File: config.mk
export PLATFORM = sky130hd
export DESIGN_NAME = spfm_uart
export DESIGN_NICKNAME = d
export VERILOG_FILES = /design/src/pkg/spfm_pkg.sv /design/src/rtl/spfm_uart.sv
export SDC_FILE = /design/constraint.sdc
export NUM_CORES = 1
export LEC_CHECK = 0
export BUFFER_PORTS_ARGS = -buffer_cell sky130_fd_sc_hd__buf_2
export CAP_MARGIN = 20
export CORE_ASPECT_RATIO = 1.5
export CORE_UTILIZATION = 30
export DETAILED_ROUTE_END_ITERATION = 8
export PLACE_DENSITY_LB_ADDON = 0.2
export SYNTH_ARGS = -nofsm -noshare
export SYNTH_HDL_FRONTEND = slang
export SYNTH_SLANG_ARGS = --single-unit
File: constraint.sdc
create_clock -name clock -period 2.7 [get_ports clock]
set_clock_uncertainty 0.2 [all_clocks]
set_input_delay 0.405 -clock clock [delete_from_list [all_inputs] [get_ports clock]]
set_output_delay 0.405 -clock clock [all_outputs]
set_load 0.005 [all_outputs]
File: src/pkg/spfm_pkg.sv
// Constants, types and bus carriers for the four-mode serial port
// Behaviour
// - A write to the buffer while the engine is idle loads the transmit shifter and starts sending.
// - A read of the buffer returns the separate receive register.
// - Two control mode bits pick shift, 8-bit variable, 9-bit fixed, 9-bit variable.
// - Mode 0 moves data on the rx pin, clocks on tx pin at clock/12, LSB first.
// - Mode 0 reception starts once receive-done is clear and receive-enable set.
// - Mode 1 frame is start 0, eight data bits LSB first, stop 1.
// - Mode 1 with filter clear puts stop bit in rx ninth bit; mode 0 leaves it.
// - Modes 2 and 3 send tx ninth bit and store received ninth bit.
// - Mode 2 bit rate is clock/64, or clock/32 with baud doubler set.
// - Timer 1 source gives overflow/32, or overflow/16 with baud doubler set.
// - Timer 2 selected direction runs at overflow/16, ignoring the baud doubler.
// - Mode 3 equals mode 2 but takes its rate from the timer source.
// - Frames in modes 1 to 3 are accepted only while receive-enable is set.
// - Transmit-done is set by hardware at transfer end, cleared only by software.
// - Receive-done is set by hardware at reception end, cleared by software.
// - Software writes to done flags act as hardware updates on the interrupt.
// - One interrupt raised when a done flag is set and the enable is set.
// - Priority bit puts the serial interrupt in the high or low group.
// - Timer 2 is never a rate source when a capture unit is built in.
// - With filter set in modes 2/3, only ninth bit one raises receive-done.
// - Receive is double buffered; a new frame may arrive before a read.
package spfm_pkg;

  // Register indices and byte addresses (index times four)
  localparam logic [7:0]  IDX_POWER   = 8'h87;
  localparam logic [7:0]  IDX_CTRL    = 8'h98;
  localparam logic [7:0]  IDX_BUF     = 8'h99;
  localparam logic [7:0]  IDX_IE      = 8'hA8;
  localparam logic [7:0]  IDX_IP      = 8'hB8;
  localparam logic [7:0]  IDX_T2CTRL  = 8'hC8;
  localparam logic [11:0] ADDR_POWER  = {2'h0, IDX_POWER, 2'h0};
  localparam logic [11:0] ADDR_CTRL   = {2'h0, IDX_CTRL, 2'h0};
  localparam logic [11:0] ADDR_BUF    = {2'h0, IDX_BUF, 2'h0};
  localparam logic [11:0] ADDR_IE     = {2'h0, IDX_IE, 2'h0};
  localparam logic [11:0] ADDR_IP     = {2'h0, IDX_IP, 2'h0};
  localparam logic [11:0] ADDR_T2CTRL = {2'h0, IDX_T2CTRL, 2'h0};
  localparam logic [7:0]  REG_RESET   = 8'h00;

  // Field positions
  localparam int CTRL_MODE_HI = 7;
  localparam int CTRL_MODE_LO = 6;
  localparam int CTRL_MPF     = 5;
  localparam int CTRL_REN     = 4;
  localparam int CTRL_TB8     = 3;
  localparam int CTRL_RB8     = 2;
  localparam int CTRL_TI      = 1;
  localparam int CTRL_RI      = 0;
  localparam int PWR_DOUBLER  = 7;
  localparam int IE_UART      = 4;
  localparam int IP_UART      = 4;
  localparam int T2_RXSEL     = 5;
  localparam int T2_TXSEL     = 4;

  // Interrupt identity and rate constants
  localparam logic [7:0] IRQ_VECTOR    = 8'h23;
  localparam logic [2:0] IRQ_NAT_PRIO  = 3'h5;
  localparam int         MODE0_DIV     = 12;
  localparam logic [3:0] OVS_LAST      = 4'hF;
  localparam logic [3:0] OVS_MID       = 4'h7;
  localparam logic [1:0] FIX_SLOW_LAST = 2'h3;
  localparam logic [3:0] TX_LAST_8BIT  = 4'h9;
  localparam logic [3:0] TX_LAST_9BIT  = 4'hA;
  localparam logic [3:0] RX_LAST_8BIT  = 4'h8;
  localparam logic [3:0] RX_LAST_9BIT  = 4'h9;
  localparam logic [3:0] SYNC_LAST_BIT = 4'h7;
  localparam logic [1:0] RESP_OKAY     = 2'h0;
  localparam logic [1:0] RESP_DECERR   = 2'h3;

  typedef enum logic [1:0] {
    MODE_SHIFT = 2'h0, MODE_8VAR = 2'h1, MODE_9FIX = 2'h2, MODE_9VAR = 2'h3
  } spfm_mode_t;

  typedef enum logic [1:0] {
    ENG_IDLE = 2'h0, ENG_ASYNC = 2'h1, ENG_SYNC_TX = 2'h2, ENG_SYNC_RX = 2'h3
  } spfm_eng_t;

  typedef enum logic [1:0] {
    RX_IDLE = 2'h0, RX_START = 2'h1, RX_DATA = 2'h2
  } spfm_rx_t;

  typedef struct packed {
    logic        awvalid;
    logic [11:0] awaddr;
    logic        wvalid;
    logic [31:0] wdata;
    logic [3:0]  wstrb;
    logic        bready;
    logic        arvalid;
    logic [11:0] araddr;
    logic        rready;
  } spfm_axi_req_t;

  typedef struct packed {
    logic        awready;
    logic        wready;
    logic        bvalid;
    logic [1:0]  bresp;
    logic        arready;
    logic        rvalid;
    logic [31:0] rdata;
    logic [1:0]  rresp;
  } spfm_axi_rsp_t;

endpackage

File: src/rtl/spfm_uart.sv
// Four-mode serial port with AXI4-Lite register slave
`timescale 1ns/1ps
module spfm_uart #(
  parameter bit          HAS_CAPTURE_UNIT = 1'b0,
  parameter int unsigned MODE0_DIV        = spfm_pkg::MODE0_DIV
) (
  // Clock, reset, enable
  input  wire logic                  clock,
  input  wire logic                  rstn,
  input  wire logic                  clockEn,
  // Register bus
  input  wire spfm_pkg::spfm_axi_req_t axiReq,
  output spfm_pkg::spfm_axi_rsp_t    axiRsp,
  // Baud sources, same clock domain
  input  wire logic                  timer1Ovf,
  input  wire logic                  timer2Ovf,
  // Serial pins
  input  wire logic                  rxLineIn,
  output logic                       rxLineOut,
  output logic                       rxLineOe,
  output logic                       txLine,
  // Interrupt request
  output logic                       uartIrq,
  output logic                       uartIrqHigh,
  output logic [7:0]                 uartIrqVector
);

  localparam logic [3:0] PH_LAST = 4'(MODE0_DIV - 1);
  localparam logic [3:0] PH_HALF = 4'(MODE0_DIV / 2);

  // Refuse dividers the phase counter cannot serve
  if (MODE0_DIV < 2 || MODE0_DIV > 16 || (MODE0_DIV % 2) != 0) begin : g_bad_div
    $error("MODE0_DIV must be even and within 2 to 16");
  end

  // Bus state
  logic        awHeld_q, wHeld_q, bvalid_q, rvalid_q, wStrb0_q;
  logic [11:0] awAddr_q;
  logic [7:0]  wData_q;
  logic [1:0]  bresp_q, rresp_q;
  logic [31:0] rdata_q;
  // Register state
  logic [7:0]  ctrl_q, ctrl_d, power_q, ie_q, ip_q, rxBuf_q;
  logic [1:0]  t2Sel_q;
  // Engine state
  spfm_pkg::spfm_eng_t eng_q;
  logic [10:0] sh_q;
  logic [3:0]  bit_q, tick_q, ph_q;
  logic [1:0]  fixDiv_q;
  logic        t1Half_q;
  // Receive state
  spfm_pkg::spfm_rx_t rxSt_q;
  logic [9:0]  rxSh_q;
  logic [3:0]  rxTk_q, rxBit_q;
  logic        rxMeta_q, rxS_q, rxPrev_q;
  // Registered pin drive
  logic        txLine_q, rxOut_q, rxOe_q;

  // Bus handshake decode
  wire awReady  = !awHeld_q && !bvalid_q;
  wire wReady   = !wHeld_q && !bvalid_q;
  wire awTake   = axiReq.awvalid && awReady;
  wire wTake    = axiReq.wvalid && wReady;
  wire doWrite  = awHeld_q && wHeld_q && !bvalid_q;
  wire arTake   = axiReq.arvalid && !rvalid_q;
  wire wrEn     = doWrite && wStrb0_q;
  wire wrCtrl   = wrEn && awAddr_q == spfm_pkg::ADDR_CTRL;
  wire wrBuf    = wrEn && awAddr_q == spfm_pkg::ADDR_BUF;
  wire wrPower  = wrEn && awAddr_q == spfm_pkg::ADDR_POWER;
  wire wrIe     = wrEn && awAddr_q == spfm_pkg::ADDR_IE;
  wire wrIp     = wrEn && awAddr_q == spfm_pkg::ADDR_IP;
  wire wrT2     = wrEn && awAddr_q == spfm_pkg::ADDR_T2CTRL;
  wire wrMapped = awAddr_q inside {spfm_pkg::ADDR_CTRL, spfm_pkg::ADDR_BUF,
                  spfm_pkg::ADDR_POWER, spfm_pkg::ADDR_IE, spfm_pkg::ADDR_IP,
                  spfm_pkg::ADDR_T2CTRL};
  wire rdMapped = axiReq.araddr inside {spfm_pkg::ADDR_CTRL, spfm_pkg::ADDR_BUF,
                  spfm_pkg::ADDR_POWER, spfm_pkg::ADDR_IE, spfm_pkg::ADDR_IP,
                  spfm_pkg::ADDR_T2CTRL};
  wire [7:0] t2Read = {2'h0, t2Sel_q, 4'h0};

  // Read selection; the buffer address returns the receive side
  wire [7:0] rdMux =
    (axiReq.araddr == spfm_pkg::ADDR_CTRL)    ? ctrl_q  :
    (axiReq.araddr == spfm_pkg::ADDR_BUF)     ? rxBuf_q :
    (axiReq.araddr == spfm_pkg::ADDR_POWER)   ? power_q :
    (axiReq.araddr == spfm_pkg::ADDR_IE)      ? ie_q    :
    (axiReq.araddr == spfm_pkg::ADDR_IP)      ? ip_q    :
    (axiReq.araddr == spfm_pkg::ADDR_T2CTRL)  ? t2Read  : 8'h00;

  assign axiRsp = '{awready: awReady, wready: wReady, bvalid: bvalid_q, bresp: bresp_q,
                    arready: !rvalid_q, rvalid: rvalid_q, rdata: rdata_q,
                    rresp: rresp_q};

  // Control field decode
  wire  spfm_pkg::spfm_mode_t mode = spfm_pkg::spfm_mode_t'(ctrl_q[7:6]);
  wire  ren     = ctrl_q[spfm_pkg::CTRL_REN];
  wire  mpf     = ctrl_q[spfm_pkg::CTRL_MPF];
  wire  riFlag  = ctrl_q[spfm_pkg::CTRL_RI];
  wire  tiFlag  = ctrl_q[spfm_pkg::CTRL_TI];
  wire  doubler = power_q[spfm_pkg::PWR_DOUBLER];
  wire  isMode1 = mode == spfm_pkg::MODE_8VAR;

  // Rate ticks at sixteen times the bit rate
  wire fixTick = doubler ? fixDiv_q[0] : fixDiv_q == spfm_pkg::FIX_SLOW_LAST;
  wire t1Tick  = timer1Ovf && (doubler || t1Half_q);
  wire t2Ok    = !HAS_CAPTURE_UNIT;
  wire txT2    = t2Ok && t2Sel_q[0];
  wire rxT2    = t2Ok && t2Sel_q[1];
  // Mode 3 differs from mode 2 only here
  wire txTick  = (mode == spfm_pkg::MODE_9FIX) ? fixTick :
                 (txT2 ? timer2Ovf : t1Tick);
  wire rxTick  = (mode == spfm_pkg::MODE_9FIX) ? fixTick :
                 (rxT2 ? timer2Ovf : t1Tick);

  // Transmit and shift engine decode
  wire [3:0] txLast  = isMode1 ? spfm_pkg::TX_LAST_8BIT : spfm_pkg::TX_LAST_9BIT;
  wire [10:0] frame  = isMode1 ? {2'b11, wData_q, 1'b0} :
                       {1'b1, ctrl_q[spfm_pkg::CTRL_TB8], wData_q, 1'b0};
  wire engIdle   = eng_q == spfm_pkg::ENG_IDLE;
  wire syncStart = engIdle && !wrBuf && mode == spfm_pkg::MODE_SHIFT && ren && !riFlag;
  wire phEnd     = ph_q == PH_LAST;
  wire syncEnd   = phEnd && bit_q == spfm_pkg::SYNC_LAST_BIT;
  wire asyncEnd  = eng_q == spfm_pkg::ENG_ASYNC && txTick &&
                   tick_q == spfm_pkg::OVS_LAST && bit_q == txLast;
  wire txDoneSet = asyncEnd || (eng_q == spfm_pkg::ENG_SYNC_TX && syncEnd);
  wire syncRxEnd = eng_q == spfm_pkg::ENG_SYNC_RX && syncEnd;
  wire [7:0] syncRxByte = {rxS_q, sh_q[7:1]};

  // Asynchronous receive decode
  wire [3:0] rxLast  = isMode1 ? spfm_pkg::RX_LAST_8BIT : spfm_pkg::RX_LAST_9BIT;
  wire [9:0] rxNext  = {rxS_q, rxSh_q[9:1]};
  wire rxSample      = rxSt_q == spfm_pkg::RX_DATA && rxTick && rxTk_q == spfm_pkg::OVS_LAST;
  wire rxFrameEnd    = rxSample && rxBit_q == rxLast;
  wire [7:0] rxByte  = isMode1 ? rxNext[8:1] : rxNext[7:0];
  wire rxNinth       = isMode1 ? rxNext[9] : rxNext[8];
  // Filter drops frames whose ninth bit is zero
  wire rxAccept      = rxFrameEnd && !riFlag && (!mpf || rxNinth);
  wire rxFall        = rxPrev_q && !rxS_q;

  // Control next value; hardware sets win over a software clear
  always_comb begin
    ctrl_d = wrCtrl ? wData_q : ctrl_q;
    if (rxAccept) begin
      ctrl_d[spfm_pkg::CTRL_RB8] = rxNinth;
      ctrl_d[spfm_pkg::CTRL_RI]  = 1'b1;
    end
    if (syncRxEnd) begin
      ctrl_d[spfm_pkg::CTRL_RI] = 1'b1;
    end
    if (txDoneSet) begin
      ctrl_d[spfm_pkg::CTRL_TI] = 1'b1;
    end
  end

  // Bus channel holding and answers
  always_ff @(posedge clock) begin
    if (!rstn) begin
      awHeld_q <= 1'b0;
      wHeld_q  <= 1'b0;
      bvalid_q <= 1'b0;
      rvalid_q <= 1'b0;
      bresp_q  <= spfm_pkg::RESP_OKAY;
      rresp_q  <= spfm_pkg::RESP_OKAY;
      rdata_q  <= 32'h0000_0000;
      awAddr_q <= 12'h000;
      wData_q  <= 8'h00;
      wStrb0_q <= 1'b0;
    end else if (clockEn) begin
      if (awTake) begin
        awHeld_q <= 1'b1;
        awAddr_q <= axiReq.awaddr;
      end else if (doWrite) begin
        awHeld_q <= 1'b0;
      end
      if (wTake) begin
        wHeld_q  <= 1'b1;
        wData_q  <= axiReq.wdata[7:0];
        wStrb0_q <= axiReq.wstrb[0];
      end else if (doWrite) begin
        wHeld_q <= 1'b0;
      end
      if (doWrite) begin
        bvalid_q <= 1'b1;
        bresp_q  <= wrMapped ? spfm_pkg::RESP_OKAY : spfm_pkg::RESP_DECERR;
      end else if (axiReq.bready) begin
        bvalid_q <= 1'b0;
      end
      if (arTake) begin
        rvalid_q <= 1'b1;
        rdata_q  <= {24'h00_0000, rdMux};
        rresp_q  <= rdMapped ? spfm_pkg::RESP_OKAY : spfm_pkg::RESP_DECERR;
      end else if (axiReq.rready) begin
        rvalid_q <= 1'b0;
      end
    end
  end

  // Software registers and receive buffer
  always_ff @(posedge clock) begin
    if (!rstn) begin
      ctrl_q  <= spfm_pkg::REG_RESET;
      power_q <= spfm_pkg::REG_RESET;
      ie_q    <= spfm_pkg::REG_RESET;
      ip_q    <= spfm_pkg::REG_RESET;
      t2Sel_q <= 2'h0;
      rxBuf_q <= spfm_pkg::REG_RESET;
    end else if (clockEn) begin
      ctrl_q <= ctrl_d;
      if (wrPower) power_q <= wData_q;
      if (wrIe) ie_q <= wData_q;
      if (wrIp) ip_q <= wData_q;
      if (wrT2) t2Sel_q <= {wData_q[spfm_pkg::T2_RXSEL], wData_q[spfm_pkg::T2_TXSEL]};
      // Shifters stay apart from the buffer, so a new frame may start
      if (rxAccept) begin
        rxBuf_q <= rxByte;
      end else if (syncRxEnd) begin
        rxBuf_q <= syncRxByte;
      end
    end
  end

  // Rate prescalers
  always_ff @(posedge clock) begin
    if (!rstn) begin
      fixDiv_q <= 2'h0;
      t1Half_q <= 1'b0;
    end else if (clockEn) begin
      fixDiv_q <= fixDiv_q + 2'h1;
      if (timer1Ovf) t1Half_q <= !t1Half_q;
    end
  end

  // Transmit engine, also running both mode 0 directions
  always_ff @(posedge clock) begin
    if (!rstn) begin
      eng_q  <= spfm_pkg::ENG_IDLE;
      sh_q   <= 11'h7FF;
      bit_q  <= 4'h0;
      tick_q <= 4'h0;
      ph_q   <= 4'h0;
    end else if (clockEn) begin
      case (eng_q)
        spfm_pkg::ENG_IDLE: begin
          bit_q  <= 4'h0;
          tick_q <= 4'h0;
          ph_q   <= 4'h0;
          if (wrBuf && mode == spfm_pkg::MODE_SHIFT) begin
            eng_q <= spfm_pkg::ENG_SYNC_TX;
            sh_q  <= {3'b111, wData_q};
          end else if (wrBuf) begin
            eng_q <= spfm_pkg::ENG_ASYNC;
            sh_q  <= frame;
          end else if (syncStart) begin
            eng_q <= spfm_pkg::ENG_SYNC_RX;
          end
        end
        spfm_pkg::ENG_ASYNC: begin
          if (txTick) begin
            tick_q <= tick_q + 4'h1;
            if (tick_q == spfm_pkg::OVS_LAST) begin
              sh_q  <= {1'b1, sh_q[10:1]};
              bit_q <= bit_q + 4'h1;
              if (bit_q == txLast) eng_q <= spfm_pkg::ENG_IDLE;
            end
          end
        end
        spfm_pkg::ENG_SYNC_TX, spfm_pkg::ENG_SYNC_RX: begin
          ph_q <= phEnd ? 4'h0 : ph_q + 4'h1;
          if (phEnd) begin
            bit_q <= bit_q + 4'h1;
            sh_q  <= (eng_q == spfm_pkg::ENG_SYNC_TX) ? {1'b1, sh_q[10:1]} :
                     {3'b111, syncRxByte};
            if (syncEnd) eng_q <= spfm_pkg::ENG_IDLE;
          end
        end
        default: eng_q <= spfm_pkg::ENG_IDLE;
      endcase
    end
  end

  // Pin synchroniser and asynchronous receiver
  always_ff @(posedge clock) begin
    if (!rstn) begin
      rxMeta_q <= 1'b1;
      rxS_q    <= 1'b1;
      rxPrev_q <= 1'b1;
      rxSt_q   <= spfm_pkg::RX_IDLE;
      rxSh_q   <= 10'h000;
      rxTk_q   <= 4'h0;
      rxBit_q  <= 4'h0;
    end else if (clockEn) begin
      rxMeta_q <= rxLineIn;
      rxS_q    <= rxMeta_q;
      rxPrev_q <= rxS_q;
      if (!ren || mode == spfm_pkg::MODE_SHIFT) begin
        rxSt_q <= spfm_pkg::RX_IDLE;
      end else begin
        case (rxSt_q)
          spfm_pkg::RX_IDLE: begin
            rxTk_q  <= 4'h0;
            rxBit_q <= 4'h0;
            if (rxFall) rxSt_q <= spfm_pkg::RX_START;
          end
          spfm_pkg::RX_START: begin
            if (rxTick) begin
              rxTk_q <= rxTk_q + 4'h1;
              if (rxTk_q == spfm_pkg::OVS_MID) begin
                rxTk_q <= 4'h0;
                rxSt_q <= rxS_q ? spfm_pkg::RX_IDLE : spfm_pkg::RX_DATA;
              end
            end
          end
          spfm_pkg::RX_DATA: begin
            if (rxTick) rxTk_q <= rxTk_q + 4'h1;
            if (rxSample) begin
              rxSh_q  <= rxNext;
              rxBit_q <= rxBit_q + 4'h1;
              if (rxFrameEnd) rxSt_q <= spfm_pkg::RX_IDLE;
            end
          end
          default: rxSt_q <= spfm_pkg::RX_IDLE;
        endcase
      end
    end
  end

  // Pin drive values; mode 0 clock is low for the first half of each bit
  wire syncBusy = eng_q == spfm_pkg::ENG_SYNC_TX || eng_q == spfm_pkg::ENG_SYNC_RX;
  wire txLineD  = syncBusy ? (ph_q >= PH_HALF) :
                  (eng_q == spfm_pkg::ENG_ASYNC) ? sh_q[0] : 1'b1;
  wire rxOeD    = eng_q == spfm_pkg::ENG_SYNC_TX;

  always_ff @(posedge clock) begin
    if (!rstn) begin
      txLine_q <= 1'b1;
      rxOut_q  <= 1'b1;
      rxOe_q   <= 1'b0;
    end else if (clockEn) begin
      txLine_q <= txLineD;
      rxOut_q  <= rxOeD ? sh_q[0] : 1'b1;
      rxOe_q   <= rxOeD;
    end
  end

  // Pins and interrupt request
  assign txLine        = txLine_q;
  assign rxLineOut     = rxOut_q;
  assign rxLineOe      = rxOe_q;
  assign uartIrq       = ie_q[spfm_pkg::IE_UART] && (tiFlag || riFlag);
  assign uartIrqHigh   = uartIrq && ip_q[spfm_pkg::IP_UART];
  assign uartIrqVector = spfm_pkg::IRQ_VECTOR;
endmodule

==> results by group <==
Yosys
  – Ys async rst share: 0
  – Gate count after technology mapping: 815
  – Seq/Total Area, Yosys: 0.371
  – Warnings, synthesis: 0
  – Count of cell types in the netlist: 74
  – Cell Area, Synth: 6970 um^2
  – Synth Register Bits: 129
  – EDFF count, synth: 0
  – Top FF cell, synth: dfxtp_1
  – Mean Syn Cell Area: 8.55 um^2

Global routing
  – Initial antenna violation count: 0
  – Pin count of the biggest net entering global routing: 78
  – First-pass GRT wire length: 29900 um
  – Congestion Overflow GR: 0
  – Vias in the first global route: 5738
  – GRT Total Usage: 0.160

Detailed routing
  – Via/cell ratio: 4.86
  – Drt first pass iters: 4
  – Vias post-DR: 5688
  – DRC: 0
  – Drt wl/cell: 15.8 um
  – Violation count after the first detailed-routing iteration: 196
  – Post-DRT Antenna Nets: 0
  – Routed wire length: 18400 um

Cells and area
  – N_diodes: 0
  – Layout area overhead: 17.3%
  – Nets: 965
  – # fillers: 2383
  – Final std cells w/o fill: 1171
  – Share of cells above drive strength 1: 0.179

Critical path
  – Crit path cell chain: nor4_2 > nand3_1 > nand3b_4 > or3_2 > mux2i_1 > nor2b_1
  – CP Capture Type: flip-flop
  – Max incr delay on CP: 0.65 ns
  – Critical Path RT: 2.82 ns
  – CP Data Arrival Time: 2.55 ns
  – Crit start category: flip-flop
  – Slowest cell on crit path: or3_2
  – Kind of critical path: reg -> reg
  – Worst Path Max Fanout: 8

Floorplan
  – Die Height: 189 um
  – Core area: 22600 um^2
  – Initial Util: 0.309
  – FP Rows: 67
  – Full die area: 23800 um^2
  – Die width: 126 um
  – Ports: 125

Place
  – Dpl cells: 1139
  – I/O Buffers: 65
  – Post-DP HPWL: 13700 um
  – GPL Wtd Cong: 0.787

Clock tree
  – Maximum root-to-sink buffer count: 2
  – Clock root cell: clkbuf_16
  – Clk Latency, worst-skew pair: 0.42 ns
  – Post-cts resize count: 0
  – # hold bufs at CTS: 0
  – Reg clk slew, reported paths: 0.06 ns
  – Clk sink count: 129
  – TritonCTS Buffers: 17
  – H-tree Lvls: 4
  – Setup Fix Bufs, Post-CTS: 0
  – CTS tree: yes

Timing
  – Final setup vio count: 0
  – Final period util: 0.901
  – Slew Limit Fails: 0
  – Post-layout min period: 2.43 ns
  – Final hold vios: 0
  – Fmax: 411 MHz
  – Slew margin rel.: 0.597
  – RSZ-0062 raised after global routing: false
  – Slew @ Worst Pin: 0.604 ns
  – Setup TNS: 0 ns

Run status
  – Outcome: finished, final reports clean

Power and ir drop
  – P per Cell Area: 569 nW/um^2
  – Max VDD drop: 0.358 mV
  – Leakage dissipation: 0.00314 uW

Run
  – MaxCap Viol Count: 0

Worst hold path
  – HP Class: in -> reg
[synth_stat cells (all sizes together) (5+ instances only)]
master  instances  area [um^2]
nor2b          55          344
nand2         120          450
nand2b         13         81.3
o211ai          8         60.1
buf            50          344
or3             6         38.8
mux2i          67          671
nor4            6         71.3
a21oi          26          141
xnor2           6         52.6
and2            7         43.8
nor4b           5         58.8
nor3b           9         72.6
ha             12          150
nor2           35          131
o21ai          46          234
clkbuf         30          113
mux2           10          113
nor3           12         71.3
nand3          22          110
a211oi          5         37.5
a221oi          7         61.3
inv            23         86.3
a21boi         38          285
a221o           6         60.1
nand3b          6         57.6
dfxtp         129         2580
[final cells by class]
class                      instances  area [um^2]  area share
multi-input combinational        612         3950       0.484
sequential                       129         2580       0.316
timing repair buffer              98          588      0.0720
clock buffer                      18          429      0.0525
tap                              276          345      0.0423
clock inverter                    14          179      0.0219
inverter                          24         90.1      0.0110
[kinds of logic (layout without fill, tap and decap cells)]
family	count (synthesis)	after routing	synth area share
simple gates	318	318	0.245
compound gates	166	166	0.162
flops	129	129	0.371
buf+inv	104	154	0.0785
mux	77	77	0.112
fa+ha+maj	12	12	0.0216
xor+xnor	7	7	0.00880
other cells	2	32	0.00108
[flip-flops by register name, summed over array words and instances, names as in the netlist, 4 cells and up]
signal,count
rdata_q,8
power_q,8
bit_q,4
rxBuf_q,8
ip_q,8
wData_q,8
awAddr_q,12
tick_q,4
ie_q,8
rxTk_q,4
sh_q,10
ph_q,4
ctrl_q,8
rxSh_q,9
rxBit_q,4
[placed cells by master (no fill, tap or decap), types with 7 or more instances in the layout]
master and count:
nor2_1 35, a21boi_0 35, o21ai_0 45, nand3_1 22
inv_1 22, nor3b_1 7, buf_4 33, nand2b_1 13
clkbuf_16 17, dfxtp_1 129, o211ai_1 8, mux2i_1 67
nor3_1 11, and2_1 7, a221oi_1 7, conb_1 32
a21oi_1 25, ha_1 12, buf_2 64, mux2_2 10
nand2_1 120, nor2b_1 55
[power by group]
part	switching, uW	internal, uW	leakage, uW
clock	942	1470	0.000294
combinational	149	113	0.00180
sequential	40.0	1940	0.00104
total	1130	3520	0.00314
[critical path: cells and delay by family (launching register included)]
kind,cells,cell delay [ns]
DFF,1,0.32
and+or+nand+nor,5,1.59
muxes,1,0.22
[per-stage QoR]
step	instance area, um^2	hold WS, ns	setup WS (ns)	util	total power [uW]
3_3_place_gp	7560	0.249	0.215	0.335	2280
4_1_cts	8170	0.00735	0.230	0.362	4700
6_report	8170	0.0202	0.267	0.362	4650
2_1_floorplan	7080	0.236	0.423	-	2210
5_1_grt	8170	0.0227	0.0160	0.362	4820
3_5_place_dp	7560	0.253	0.238	0.335	2290
[per-layer routing]
layer  wire (um)  GRT usage  vias to the layer above  share of wire
met3         339     0.0278                       22          0.018
met4         421     0.0649                        0          0.023
met2        9700      0.296                       92           0.53
met5           0          0                        -              0
met1        7990      0.179                     2655           0.43
li1            -          -                     2919              -
[worst paths after layout]
check	from	end	slack [ns]	cells past startpoint
setup / recovery	awAddr_q[11]	ip_q[2]	0.27	6
hold / removal	rxLineIn	rxMeta_q	0.02	3
setup reg to reg	awAddr_q[11]	ip_q[2]	0.27	6
hold reg to reg	rxBuf_q[6]	rxBuf_q[6]	0.26	2
Note: power is estimated with default switching activity, not from simulation.
